### config.mk
export PLATFORM = sky130hd
export DESIGN_NAME = eeprom_write_ctrl
export DESIGN_NICKNAME = d
export VERILOG_FILES = /design/src/eeprom_ctrl_pkg.sv /design/src/eeprom_stage_latches.sv /design/src/eeprom_cell_array.sv /design/src/eeprom_write_ctrl.sv
export VERILOG_INCLUDE_DIRS = /design/src
export SDC_FILE = /design/constraint.sdc
export NUM_CORES = 2
export LEC_CHECK = 0
export BUFFER_PORTS_ARGS = -buffer_cell sky130_fd_sc_hd__buf_2
export CORE_ASPECT_RATIO = 0.9
export CORE_UTILIZATION = 40
export DETAILED_ROUTE_END_ITERATION = 6
export GPL_ROUTABILITY_DRIVEN = 0
export MAX_ROUTING_LAYER = met4
export PLACE_DENSITY = 0.64
export SYNTH_ARGS = -nofsm -noshare
export SYNTH_HDL_FRONTEND = slang
export SYNTH_SLANG_ARGS = --single-unit
### constraint.sdc
create_clock -name CLK -period 3.15 [get_ports CLK]
set_input_delay 0.4725 -clock CLK [delete_from_list [all_inputs] [get_ports CLK]]
set_output_delay 0.4725 -clock CLK [all_outputs]
set_load 0.1 [all_outputs]
### src/eeprom_ctrl_consts.svh
// offsets, field positions, reset values and timing counts of the data eeprom controller
`ifndef EEPROM_CTRL_CONSTS_SVH
`define EEPROM_CTRL_CONSTS_SVH

// control/status register
`define CSR_OFFSET      8'h2c
`define CSR_RESET       8'h00
`define CSR_IE_BIT      2
`define CSR_LAT_BIT     1
`define CSR_PGM_BIT     0
`define UNMAPPED_RDATA  8'h00

// staging latches and cell array
`define LATCH_COUNT     16
`define LATCH_RESET     8'hff
`define ERASED_BYTE     8'hff
`define ARRAY_BYTES     256

// programming cycle lengths in cpu clocks
`define ERASE_CYCLES    16'h2710
`define PROG_CYCLES     16'h2710

`endif

### src/eeprom_ctrl_pkg.sv
// types shared by the data eeprom controller modules
package eeprom_ctrl_pkg;

    typedef enum logic [2:0] {
        ST_IDLE  = 3'b001,
        ST_ERASE = 3'b010,
        ST_PROG  = 3'b100
    } prog_state_e;

    typedef struct packed {
        logic ie;
        logic lat;
        logic program_start;
    } csr_s;

    typedef struct packed {
        logic [3:0] idx;
        logic [7:0] data;
    } stage_wr_s;

    typedef struct packed {
        logic [3:0]   row;
        logic [15:0]  mask;
        logic [127:0] data;
    } row_op_s;

endpackage

### src/eeprom_stage_latches.sv
// sixteen write staging latches with and-accumulation and a valid mask
`timescale 1ns/10ps
`default_nettype none
`include "eeprom_ctrl_consts.svh"

module eeprom_stage_latches (
    // clock and reset
    input  wire logic                     clk,
    input  wire logic                     arst_n,
    // capture and clear
    input  wire logic                     wr_en,
    input  wire eeprom_ctrl_pkg::stage_wr_s wr,
    input  wire logic                     clear,
    // contents towards the cell array only
    output logic [127:0]                  data,
    output logic [15:0]                   mask
);

    genvar i;
    generate
        for (i = 0; i < `LATCH_COUNT; i = i + 1) begin : g_latch
            always_ff @(posedge clk or negedge arst_n) begin
                if (!arst_n) begin
                    data[i*8 +: 8] <= `LATCH_RESET;
                    mask[i]        <= 1'b0;
                end else if (clear) begin
                    data[i*8 +: 8] <= `LATCH_RESET;
                    mask[i]        <= 1'b0;
                end else if (wr_en && (wr.idx == 4'(i))) begin
                    // repeated writes accumulate as and
                    data[i*8 +: 8] <= data[i*8 +: 8] & wr.data;
                    mask[i]        <= 1'b1;
                end
            end
        end
    endgenerate

endmodule
`default_nettype wire

### src/eeprom_cell_array.sv
// 256 byte cell array: asynchronous read, row erase and row program
`timescale 1ns/10ps
`default_nettype none
`include "eeprom_ctrl_consts.svh"

module eeprom_cell_array (
    // clock
    input  wire logic                    clk,
    // read port
    input  wire logic [7:0]              rd_addr,
    output logic [7:0]                   rd_data,
    // row operations
    input  wire logic                    erase_en,
    input  wire logic                    prog_en,
    input  wire eeprom_ctrl_pkg::row_op_s op
);

    logic [7:0] cells [0:`ARRAY_BYTES-1];

    assign rd_data = cells[rd_addr];

    // cells hold their contents through reset
    always_ff @(posedge clk) begin
        for (int i = 0; i < `LATCH_COUNT; i++) begin
            if (op.mask[i]) begin
                if (erase_en) begin
                    cells[{op.row, 4'(i)}] <= `ERASED_BYTE;
                end else if (prog_en) begin
                    cells[{op.row, 4'(i)}] <= cells[{op.row, 4'(i)}] & op.data[i*8 +: 8];
                end
            end
        end
    end

endmodule
`default_nettype wire

### src/eeprom_write_ctrl.sv
// data eeprom controller: rom-like reads, staged writes, self-timed programming
`timescale 1ns/10ps
`default_nettype none
`include "eeprom_ctrl_consts.svh"

module eeprom_write_ctrl #(
    parameter logic [15:0] ERASE_CYCLES = `ERASE_CYCLES,
    parameter logic [15:0] PROG_CYCLES  = `PROG_CYCLES
) (
    // clock and reset
    input  wire logic       CLK,
    input  wire logic       ARST_N,
    // register port
    input  wire logic [7:0] REG_ADDR,
    input  wire logic [7:0] REG_WDATA,
    input  wire logic       REG_WR,
    input  wire logic       REG_RD,
    output logic [7:0]      REG_RDATA,
    // eeprom memory bus
    input  wire logic [7:0] MEM_ADDR,
    input  wire logic [7:0] MEM_WDATA,
    input  wire logic       MEM_WR,
    input  wire logic       MEM_RD,
    output logic [7:0]      MEM_RDATA,
    output logic            MEM_RDATA_OE_N,
    // interrupt
    output logic            DONE_IRQ,
    input  wire logic       VECTOR_FETCH,
    // power saving
    input  wire logic       WAIT_REQ,
    output logic            WAIT_ACK,
    input  wire logic       HALT_REQ,
    output logic            HALTED
);

    eeprom_ctrl_pkg::csr_s        csr_r;
    eeprom_ctrl_pkg::csr_s        csr_nxt;
    eeprom_ctrl_pkg::prog_state_e state_r;
    eeprom_ctrl_pkg::prog_state_e state_nxt;
    eeprom_ctrl_pkg::stage_wr_s   stage_wr;
    eeprom_ctrl_pkg::row_op_s     row_op;

    logic [15:0] cnt_r;
    logic [15:0] cnt_nxt;
    logic [3:0]  row_r;
    logic        irq_r;
    logic        wait_r;
    logic        halt_r;
    logic [7:0]  rdata_r;

    logic        csr_wr;
    logic        csr_rd;
    logic        pgm_start;
    logic        sw_abort;
    logic        abort;
    logic        erase_last;
    logic        prog_last;
    logic        done;
    logic        lat_fall;
    logic        stage_en;
    logic        latch_clear;
    logic [127:0] latch_data;
    logic [15:0]  latch_mask;
    logic [7:0]   cell_rdata;

    // last cycle of a timed step, shared by erase and program
    function automatic logic step_end(
        input logic [15:0] cnt,
        input logic [15:0] len
    );
        step_end = (cnt == len - 16'h0001);
    endfunction

    // register image with the reserved bits forced low
    function automatic logic [7:0] csr_word(input eeprom_ctrl_pkg::csr_s c);
        csr_word = {5'h00, c.ie, c.lat, c.program_start};
    endfunction

    // register decode
    always_comb begin
        csr_wr = 1'b0;
        csr_rd = 1'b0;
        if (REG_ADDR == `CSR_OFFSET) begin
            csr_wr = REG_WR;
            csr_rd = REG_RD;
        end
    end

    // programming start and abort requests
    always_comb begin
        // start needs staging on, now or in the same write
        pgm_start = csr_wr && REG_WDATA[`CSR_PGM_BIT] && !csr_r.program_start && !HALT_REQ
                    && (csr_r.lat || REG_WDATA[`CSR_LAT_BIT]);
        // early clear of program: cells left undefined
        sw_abort  = csr_wr && !REG_WDATA[`CSR_PGM_BIT] && csr_r.program_start;
        // halt abandons the running cycle at once
        abort     = csr_r.program_start && (sw_abort || HALT_REQ);
    end

    // step timing
    always_comb begin
        erase_last = (state_r == eeprom_ctrl_pkg::ST_ERASE) && step_end(cnt_r, ERASE_CYCLES);
        prog_last  = (state_r == eeprom_ctrl_pkg::ST_PROG) && step_end(cnt_r, PROG_CYCLES);
        done       = prog_last && !abort;
    end

    // sequencer: erase step then program step with no software timing
    always_comb begin
        state_nxt = state_r;
        cnt_nxt   = cnt_r;
        case (state_r)
            eeprom_ctrl_pkg::ST_IDLE: begin
                cnt_nxt = 16'h0000;
                if (pgm_start) begin
                    state_nxt = eeprom_ctrl_pkg::ST_ERASE;
                end
            end
            eeprom_ctrl_pkg::ST_ERASE: begin
                if (abort) begin
                    state_nxt = eeprom_ctrl_pkg::ST_IDLE;
                    cnt_nxt   = 16'h0000;
                end else if (erase_last) begin
                    state_nxt = eeprom_ctrl_pkg::ST_PROG;
                    cnt_nxt   = 16'h0000;
                end else begin
                    cnt_nxt = cnt_r + 16'h0001;
                end
            end
            eeprom_ctrl_pkg::ST_PROG: begin
                if (abort || prog_last) begin
                    state_nxt = eeprom_ctrl_pkg::ST_IDLE;
                    cnt_nxt   = 16'h0000;
                end else begin
                    cnt_nxt = cnt_r + 16'h0001;
                end
            end
            default: begin
                state_nxt = eeprom_ctrl_pkg::ST_IDLE;
                cnt_nxt   = 16'h0000;
            end
        endcase
    end

    always_ff @(posedge CLK or negedge ARST_N) begin
        if (!ARST_N) begin
            state_r <= eeprom_ctrl_pkg::ST_IDLE;
            cnt_r   <= 16'h0000;
        end else begin
            state_r <= state_nxt;
            cnt_r   <= cnt_nxt;
        end
    end

    // control/status next value
    always_comb begin
        csr_nxt = csr_r;
        if (csr_wr) begin
            csr_nxt.ie = REG_WDATA[`CSR_IE_BIT];
            if (REG_WDATA[`CSR_LAT_BIT]) begin
                csr_nxt.lat = 1'b1;
            end else if (!csr_r.program_start) begin
                csr_nxt.lat = 1'b0;
            end
        end
        if (done || abort) begin
            csr_nxt.program_start = 1'b0;
        end else if (pgm_start) begin
            csr_nxt.program_start = 1'b1;
        end
        if (done) begin
            csr_nxt.program_start = 1'b0;
            csr_nxt.lat = 1'b0;
        end
    end

    always_ff @(posedge CLK or negedge ARST_N) begin
        if (!ARST_N) begin
            csr_r <= '0;
        end else begin
            csr_r <= csr_nxt;
        end
    end

    // end-of-cycle request: a set in the clearing cycle wins
    always_ff @(posedge CLK or negedge ARST_N) begin
        if (!ARST_N) begin
            irq_r <= 1'b0;
        end else if (done && csr_r.ie) begin
            irq_r <= 1'b1;
        end else if (VECTOR_FETCH) begin
            irq_r <= 1'b0;
        end
    end

    assign DONE_IRQ = irq_r;

    // staging capture
    always_comb begin
        lat_fall     = csr_r.lat && !csr_nxt.lat;
        latch_clear  = done || lat_fall;
        // writes with staging off or during a cycle are dropped
        stage_en     = MEM_WR && csr_r.lat && !csr_r.program_start && !HALT_REQ;
        stage_wr.idx  = MEM_ADDR[3:0];
        stage_wr.data = MEM_WDATA;
    end

    // row follows the most recent staged write
    always_ff @(posedge CLK or negedge ARST_N) begin
        if (!ARST_N) begin
            row_r <= 4'h0;
        end else if (stage_en) begin
            row_r <= MEM_ADDR[7:4];
        end
    end

    eeprom_stage_latches u_latches (
        .clk    (CLK),
        .arst_n (ARST_N),
        .wr_en  (stage_en),
        .wr     (stage_wr),
        .clear  (latch_clear),
        .data   (latch_data),
        .mask   (latch_mask)
    );

    always_comb begin
        row_op.row  = row_r;
        row_op.mask = latch_mask;
        row_op.data = latch_data;
    end

    eeprom_cell_array u_cells (
        .clk      (CLK),
        .rd_addr  (MEM_ADDR),
        .rd_data  (cell_rdata),
        .erase_en (erase_last && !abort),
        .prog_en  (done),
        .op       (row_op)
    );

    // read path: latches have no route to the bus
    assign MEM_RDATA      = cell_rdata;
    assign MEM_RDATA_OE_N = !(MEM_RD && !csr_r.lat);

    // register read data, one cycle after the strobe
    always_ff @(posedge CLK or negedge ARST_N) begin
        if (!ARST_N) begin
            rdata_r <= 8'h00;
        end else if (csr_rd) begin
            rdata_r <= csr_word(csr_r);
        end else if (REG_RD) begin
            rdata_r <= `UNMAPPED_RDATA;
        end else begin
            rdata_r <= 8'h00;
        end
    end

    assign REG_RDATA = rdata_r;

    // wait waits for the running cycle to finish
    always_ff @(posedge CLK or negedge ARST_N) begin
        if (!ARST_N) begin
            wait_r <= 1'b0;
        end else begin
            wait_r <= WAIT_REQ && (state_nxt == eeprom_ctrl_pkg::ST_IDLE);
        end
    end

    assign WAIT_ACK = wait_r;

    always_ff @(posedge CLK or negedge ARST_N) begin
        if (!ARST_N) begin
            halt_r <= 1'b0;
        end else begin
            halt_r <= HALT_REQ;
        end
    end

    assign HALTED = halt_r;

endmodule
`default_nettype wire

After elaboration in Yosys (flattened, before gate mapping)
Memories as Yosys holds them, arrays and structs flattened.
Index checks and enable logic that the tools add are counted.
Widths: inputs -> output; s select.
{"block": "op_classes", "eq_ne": 21, "n_mux": 167, "n_bitwise": 48, "n_reduce_logical": 65, "addsub": 1}
{"op": "$mux 8", "n": 48}
{"op": "$and 8x8->8", "n": 32}
{"op": "$mux 1", "n": 108}
{"op": "$mux 16", "n": 3}
{"op": "$logic_and 1x1->1", "n": 34}
{"op": "$reduce_bool 2->1", "n": 17}
{"op": "$eq 4x4->1 const B", "n": 8}
{"op": "$pmux 16 s2", "n": 1}
{"op": "$add 16x1->16 const B", "n": 1}
{"op": "$eq 16x14->1 const B", "n": 1}
{"op": "$eq 4x3->1 const B", "n": 4}
{"op": "$or 1x1->1", "n": 16}
{"op": "$mux 3", "n": 5}
{"op": "$pmux 3 s3", "n": 1}
{"op": "$eq 4x2->1 const B", "n": 2}
{"op": "$eq 8x6->1 const B", "n": 1}
{"op": "$logic_not 1->1", "n": 7}
{"op": "$eq 3x1->1 const B", "n": 2}
{"op": "$logic_or 1x1->1", "n": 5}
{"op": "$eq 4x1->1 const B", "n": 1}
{"op": "$logic_not 4->1", "n": 1}
{"op": "$eq 3x2->1 const B", "n": 1}
{"op": "$eq 3x3->1 const B", "n": 1}
{"op": "$reduce_bool 3->1", "n": 1}
{"op": "$mux 2", "n": 1}
{"block": "totals", "wordCells": 345, "ram_bits": 2048, "inputBits": 41, "ff_bits": 181, "memories": 1}
{"memory": "u_cells.cells", "depth": 256, "width": 8, "read_ports": 17, "rd_clocked_by_memory_dff": 0, "wr": 16, "line_no": "eeprom_cell_array.sv:18", "source": "logic [7:0] cells [0:`ARRAY_BYTES-1];"}

Depth between registers and ports, before layout
{"block": "depth", "depth_word": 15, "mapped_depth": 12}

Hierarchy
A second synthesis with hierarchy kept.
{"block": "unflattened", "cells_unflattened": 5504, "hier_area_um2": 103181.5}
{"mod": "eeprom_cell_array", "cells_per_inst": 4821, "seq_area_each_um2": 61499.0, "instances": 1, "area_per_inst_um2": 95481.6}
{"mod": "eeprom_stage_latches", "cells_per_inst": 522, "seq_area_each_um2": 3763.6, "instances": 1, "area_per_inst_um2": 5973.2}
{"mod": "eeprom_write_ctrl", "cells_per_inst": 161, "seq_area_each_um2": 802.0, "instances": 1, "area_per_inst_um2": 1726.7}

Worst setup path before layout
Ideal clock, no wire load.
{"block": "synth_timing", "path_type": "input to output", "startpoint": "in MEM_ADDR[1]", "endpoint": "out MEM_RDATA[4]", "setup_slack_ns": -0.912, "required_ns": 2.677, "arrival_ns": 3.589, "path_stages": 10, "path_buffers": 5, "path_cell_list": "buf_4 buf_6 buf_2 buf_4 buf_2 mux4_2 a22oi_1 a21boi_0 nor2_1 o221ai_1"}
{"block": "synth_via", "elab_chain_len": 1}
{"element": "start, declared", "line_no": "eeprom_write_ctrl.sv:20", "source": "input wire logic [7:0] MEM_ADDR,"}
{"element": "$mem_v2 256x8"}
{"element": "end, declared", "line_no": "eeprom_write_ctrl.sv:24", "source": "output logic [7:0] MEM_RDATA,"}
Every way passes these cells.

Worst setup path after layout
{"block": "layout_timing", "startpoint": "in MEM_ADDR[1]", "endpoint": "out MEM_RDATA[1]"}
Same word-level chain as after synthesis.

==> summary.txt <==
Run status
  – Run status: finished, violations left
  – Violations in the final reports: DRC, setup timing

Pwr
  – Sequential share of power: 48.1%
  – VDD IR max: 0.489 mV
  – Power density normalized to cell area: 519 nW/µm²
  – Net switching component of the power: 15.6 mW
  – Switching part of the total: 23.5%
  – Combinational group share of total power: 8.5%
  – Internal power of the cells: 50.7 mW
  – Leakage: 47.4 nW
  – Clock Power Share: 43.4%

Worst setup path
  – Critical register-to-register path endpoint: u_cells.cells[255][7]$_DFFE_PP_
  – CP Capture Type: output port
  – Required time of the critical path: 2.68 ns
  – Number of cell instances on the worst register-to-register path: 8
  – Max stage delay on crit path: 0.74 ns
  – Signal arrival time at the worst endpoint: 3.93 ns
  – Crit path launch: MEM_ADDR[1]
  – Flop2flop setup slack: 0.04 ns
  – Crit path buffers/inverters: 6
  – Critical path start-end classification: in2out
  – Worst Path Max Fanout: 17
  – List of cells traversed by the critical path: buf_8 > buf_12 > buf_12 > buf_12 > mux4_2 > nor2_1 > nor2_2 > a221oi_1 > nor2_1 > a211oi_1 > o211ai_1 > buf_4 > buf_12
  – Worst reg2reg startpoint: cnt_r[12]$_DFF_PN0_
  – Type of element launching the critical path: input port
  – CP delay by family, top: buffers and inverters
  – Critical Path Most Common Cell: buf_12
  – Master of the slowest instance on the critical path: o211ai_1

STA
  – Number of pins exceeding their max-slew limit in the final report: 0
  – Final Hold Fails: 0
  – Setup_tns: -7.37 ns
  – Worst-margin pin slew: 1.19 ns
  – Period minus WS final: 4.40 ns
  – Post-route fraction of the period consumed by the critical path: 140%
  – Post-route setup slack: -1.25 ns
  – Final Setup Violations: 8
  – Worst slew slack as a fraction of its limit: 20.6%
  – Hold Worst Slack: 0.117 ns
  – FMAX: 227 MHz
  – Unrepaired setup endpoints after global routing: yes
  – Worst clock skew on the final layout: 0.0501 ns

Logic synthesis
  – Synth unique cells: 78
  – Fraction of the mapped netlist area in adder cells: 0.0122%
  – Number of synthesized flops with an enable pin: 2,048
  – FF+latch count, synth: 2,224
  – Fraction of synthesis flops using an asynchronous set or reset pin: 7.91%
  – Post-synthesis instance area: 103,000 µm²
  – Synthesized-area fraction occupied by ao, oa, aoi and oai cells: 3.25%
  – Largest family of logic cells by synthesized area: multiplexers
  – Syn Inst Count: 5,514
  – Part of the Yosys area used for sequential elements: 64.4%
  – Warnings from Yosys: 0
  – Post-Synth XOR/XNOR Area: 0.120%
  – Post-Syn Area per Cell: 18.6 µm²
  – Main flop type after synthesis: edfxtp_1
  – Synth top area share: 60.0%
  – Library cell with the largest summed area after synthesis: edfxtp_1
  – Largest cells by area after synthesis: edfxtp_1, mux4_2, dfstp_2
  – Multiplexer share of the synthesized area: 25.9%
  – Simple-Gate Fraction of Synth Area: 4.04%

Routing
  – Detailed Routing Iterations Pass 1: 7
  – Total DRC errors in the routed layout: 637
  – Detail-routed net length per standard cell: 43.2 µm
  – Number of nets with antenna violations after routing: 0
  – DR vias: 70,600
  – Detailed Route Iter0 Violations: 15,600
  – Routed wire length: 446,000 µm
  – Via density per instance: 6.85

CTS
  – Clock-pin transition on the worst setup and hold timing paths: 0.06 ns
  – Clock sink count: 2,224
  – CTS tree: done
  – CTS max path bufs: 3
  – Root Buffer Master: clkbuf_16
  – Depth of the CTS H-tree: 4
  – Insertion delay to the later sink of the worst-skew pair: 0.92 ns
  – TritonCTS Buffers: 224

Layout
  – Share of cells above drive strength 1: 44.7%
  – Most frequent cells in the layout: edfxtp_1, mux4_2, buf_4
  – Most frequent standard cell in the layout excluding fill and tap cells: edfxtp_1
  – Final-stage net count: 6,732
  – Synth-to-layout area growth: 24.6%
  – Final Util: 50.3%

GRT
  – GRT Total Usage: 35.3%
  – Gr ovfl total: 0
  – Number of antenna violations at the first check in global routing: 65
  – Wire length of the first global-routing pass: 589,000 µm
  – Pin count of the biggest net entering global routing: 74
  – Number of global-route vias before repair: 66,200

Job
  – Max cap viols: 0

Die
  – Number of I/O pins: 61
  – Starting density of the core: 40.4%
  – Die Area: 258,000 µm²
  – Die boundary width: 536 µm
  – Die Ht: 482 µm
  – Placeable core region: 254,000 µm²
  – Placement row count: 175

Placement
  – Pre-CTS setup slack: -1.30 ns
  – Number of buffer cells added on primary ports: 50
  – HPWL reported at the end of detailed placement: 336,000 µm

Min path
  – Class of the tightest hold or removal check: in2reg
  – Worst-case hold path end point: state_r[1]$_DFF_PN0_
  – Number of cells on the worst hold path: 5
  – Origin of the worst min-delay path: REG_WDATA[0]
==> worst max path at each step <==
stage                   endpoint  cells past startpoint  slack (ns)
floorplan           MEM_RDATA[1]                      9       -0.63
global placement    MEM_RDATA[4]                     14       -1.31
detailed placement  MEM_RDATA[5]                     10       -1.30
CTS                 MEM_RDATA[1]                      8       -1.03
global route        MEM_RDATA[1]                      8       -1.17
finish              MEM_RDATA[1]                     13       -1.25
==> synth_stat cells, drive strengths merged (5+ instances only) <==
cell and count:
xor2 9, o221ai 66, and3 8, nor3 34
edfxtp 2048, nor2 342, o211ai 15, xnor2 5
buf 253, a221o 8, clkbuf 166, dfrtp 47
a22oi 29, a2111oi 8, mux4 1071, or2 10
inv 25, nor2b 16, mux2i 222, a22o 12
nand4 7, o22ai 31, a31oi 11, nand2 541
nor4 6, a21oi 70, dfstp 129, a221oi 12
nand3 32, o21ai 161, a211oi 39, mux2 19
==> flip-flops by register name, indices dropped and copies added (netlist names) <==
signal          cells
state_r             3
u_latches.mask     16
row_r               4
DONE_IRQ            1
cnt_r              16
u_cells.cells    2048
WAIT_ACK            1
HALTED              1
u_latches.data    128
REG_RDATA           3
csr_r               3
==> power by group through the flow <==
stage / Clock (mW) / Combinational (mW) / Sequential, mW
floorplan: 0 / 3.28 / 32.5
global placement: 0 / 5.36 / 32.5
detailed placement: 0 / 5.37 / 32.5
CTS: 28.7 / 5.42 / 31.9
global route: 29.7 / 5.71 / 31.9
finish: 28.8 / 5.63 / 31.9
==> cells by family after synthesis <==
family          after synthesis
buf+inv                     445
xor+xnor                     14
flops                      2224
other cells                   1
mux                        1312
simple gates               1022
compound gates              495
fa+ha+maj                     1
==> cell type report <==
class                   count  area, µm²
multi-input cells        2849      34900
flip-flops and latches   2224      66100
fillers                 20200     126000
inverters                  26        100
clock buffers             275       6020
diodes                     60        150
repair buffers           1365      14400
clock inverters           149       1870
well taps                3363       4210
==> routing by layer <==
metal | up-vias | track usage, % | share of wire (%)
met4 | 0 | 19.9 | 7.0
met1 | 36500 | 41.6 | 33
met3 | 1362 | 21.3 | 19
met5 | - | - | 0
li1 | 25500 | - | -
met2 | 7327 | 46.1 | 40
==> worst register-to-register path, stage by stage, from the launching register on <==
cell,delay (ns)
dfrtp_1,0.38
nor4b_1,0.37
nand4_1,0.21
or2_1,0.31
buf_4,0.27
nor3_1,0.59
buf_4,0.38
nand2_1,0.16
buf_4,0.20
==> through the flow <==
stage | area, µm² | cells | power, mW
CTS | 127000 | 10200 | 66.1
global route | 128000 | 10300 | 67.4
finish | 128000 | 10300 | 66.3
detailed placement | 119000 | 9812 | 37.9
global placement | 119000 | 9812 | 37.9
floorplan | 103000 | 5518 | 35.8
==> repair_timing <==
action,4_1_cts,5_1_grt
cloned,0,1
resized for setup,50,87
hold buffers,9,0
endpoints found under the hold margin,22,0
setup buffers,3,3
setup endpoints to repair,16,233
pin swaps,24,14
Note: power is estimated with default switching activity, not from simulation.
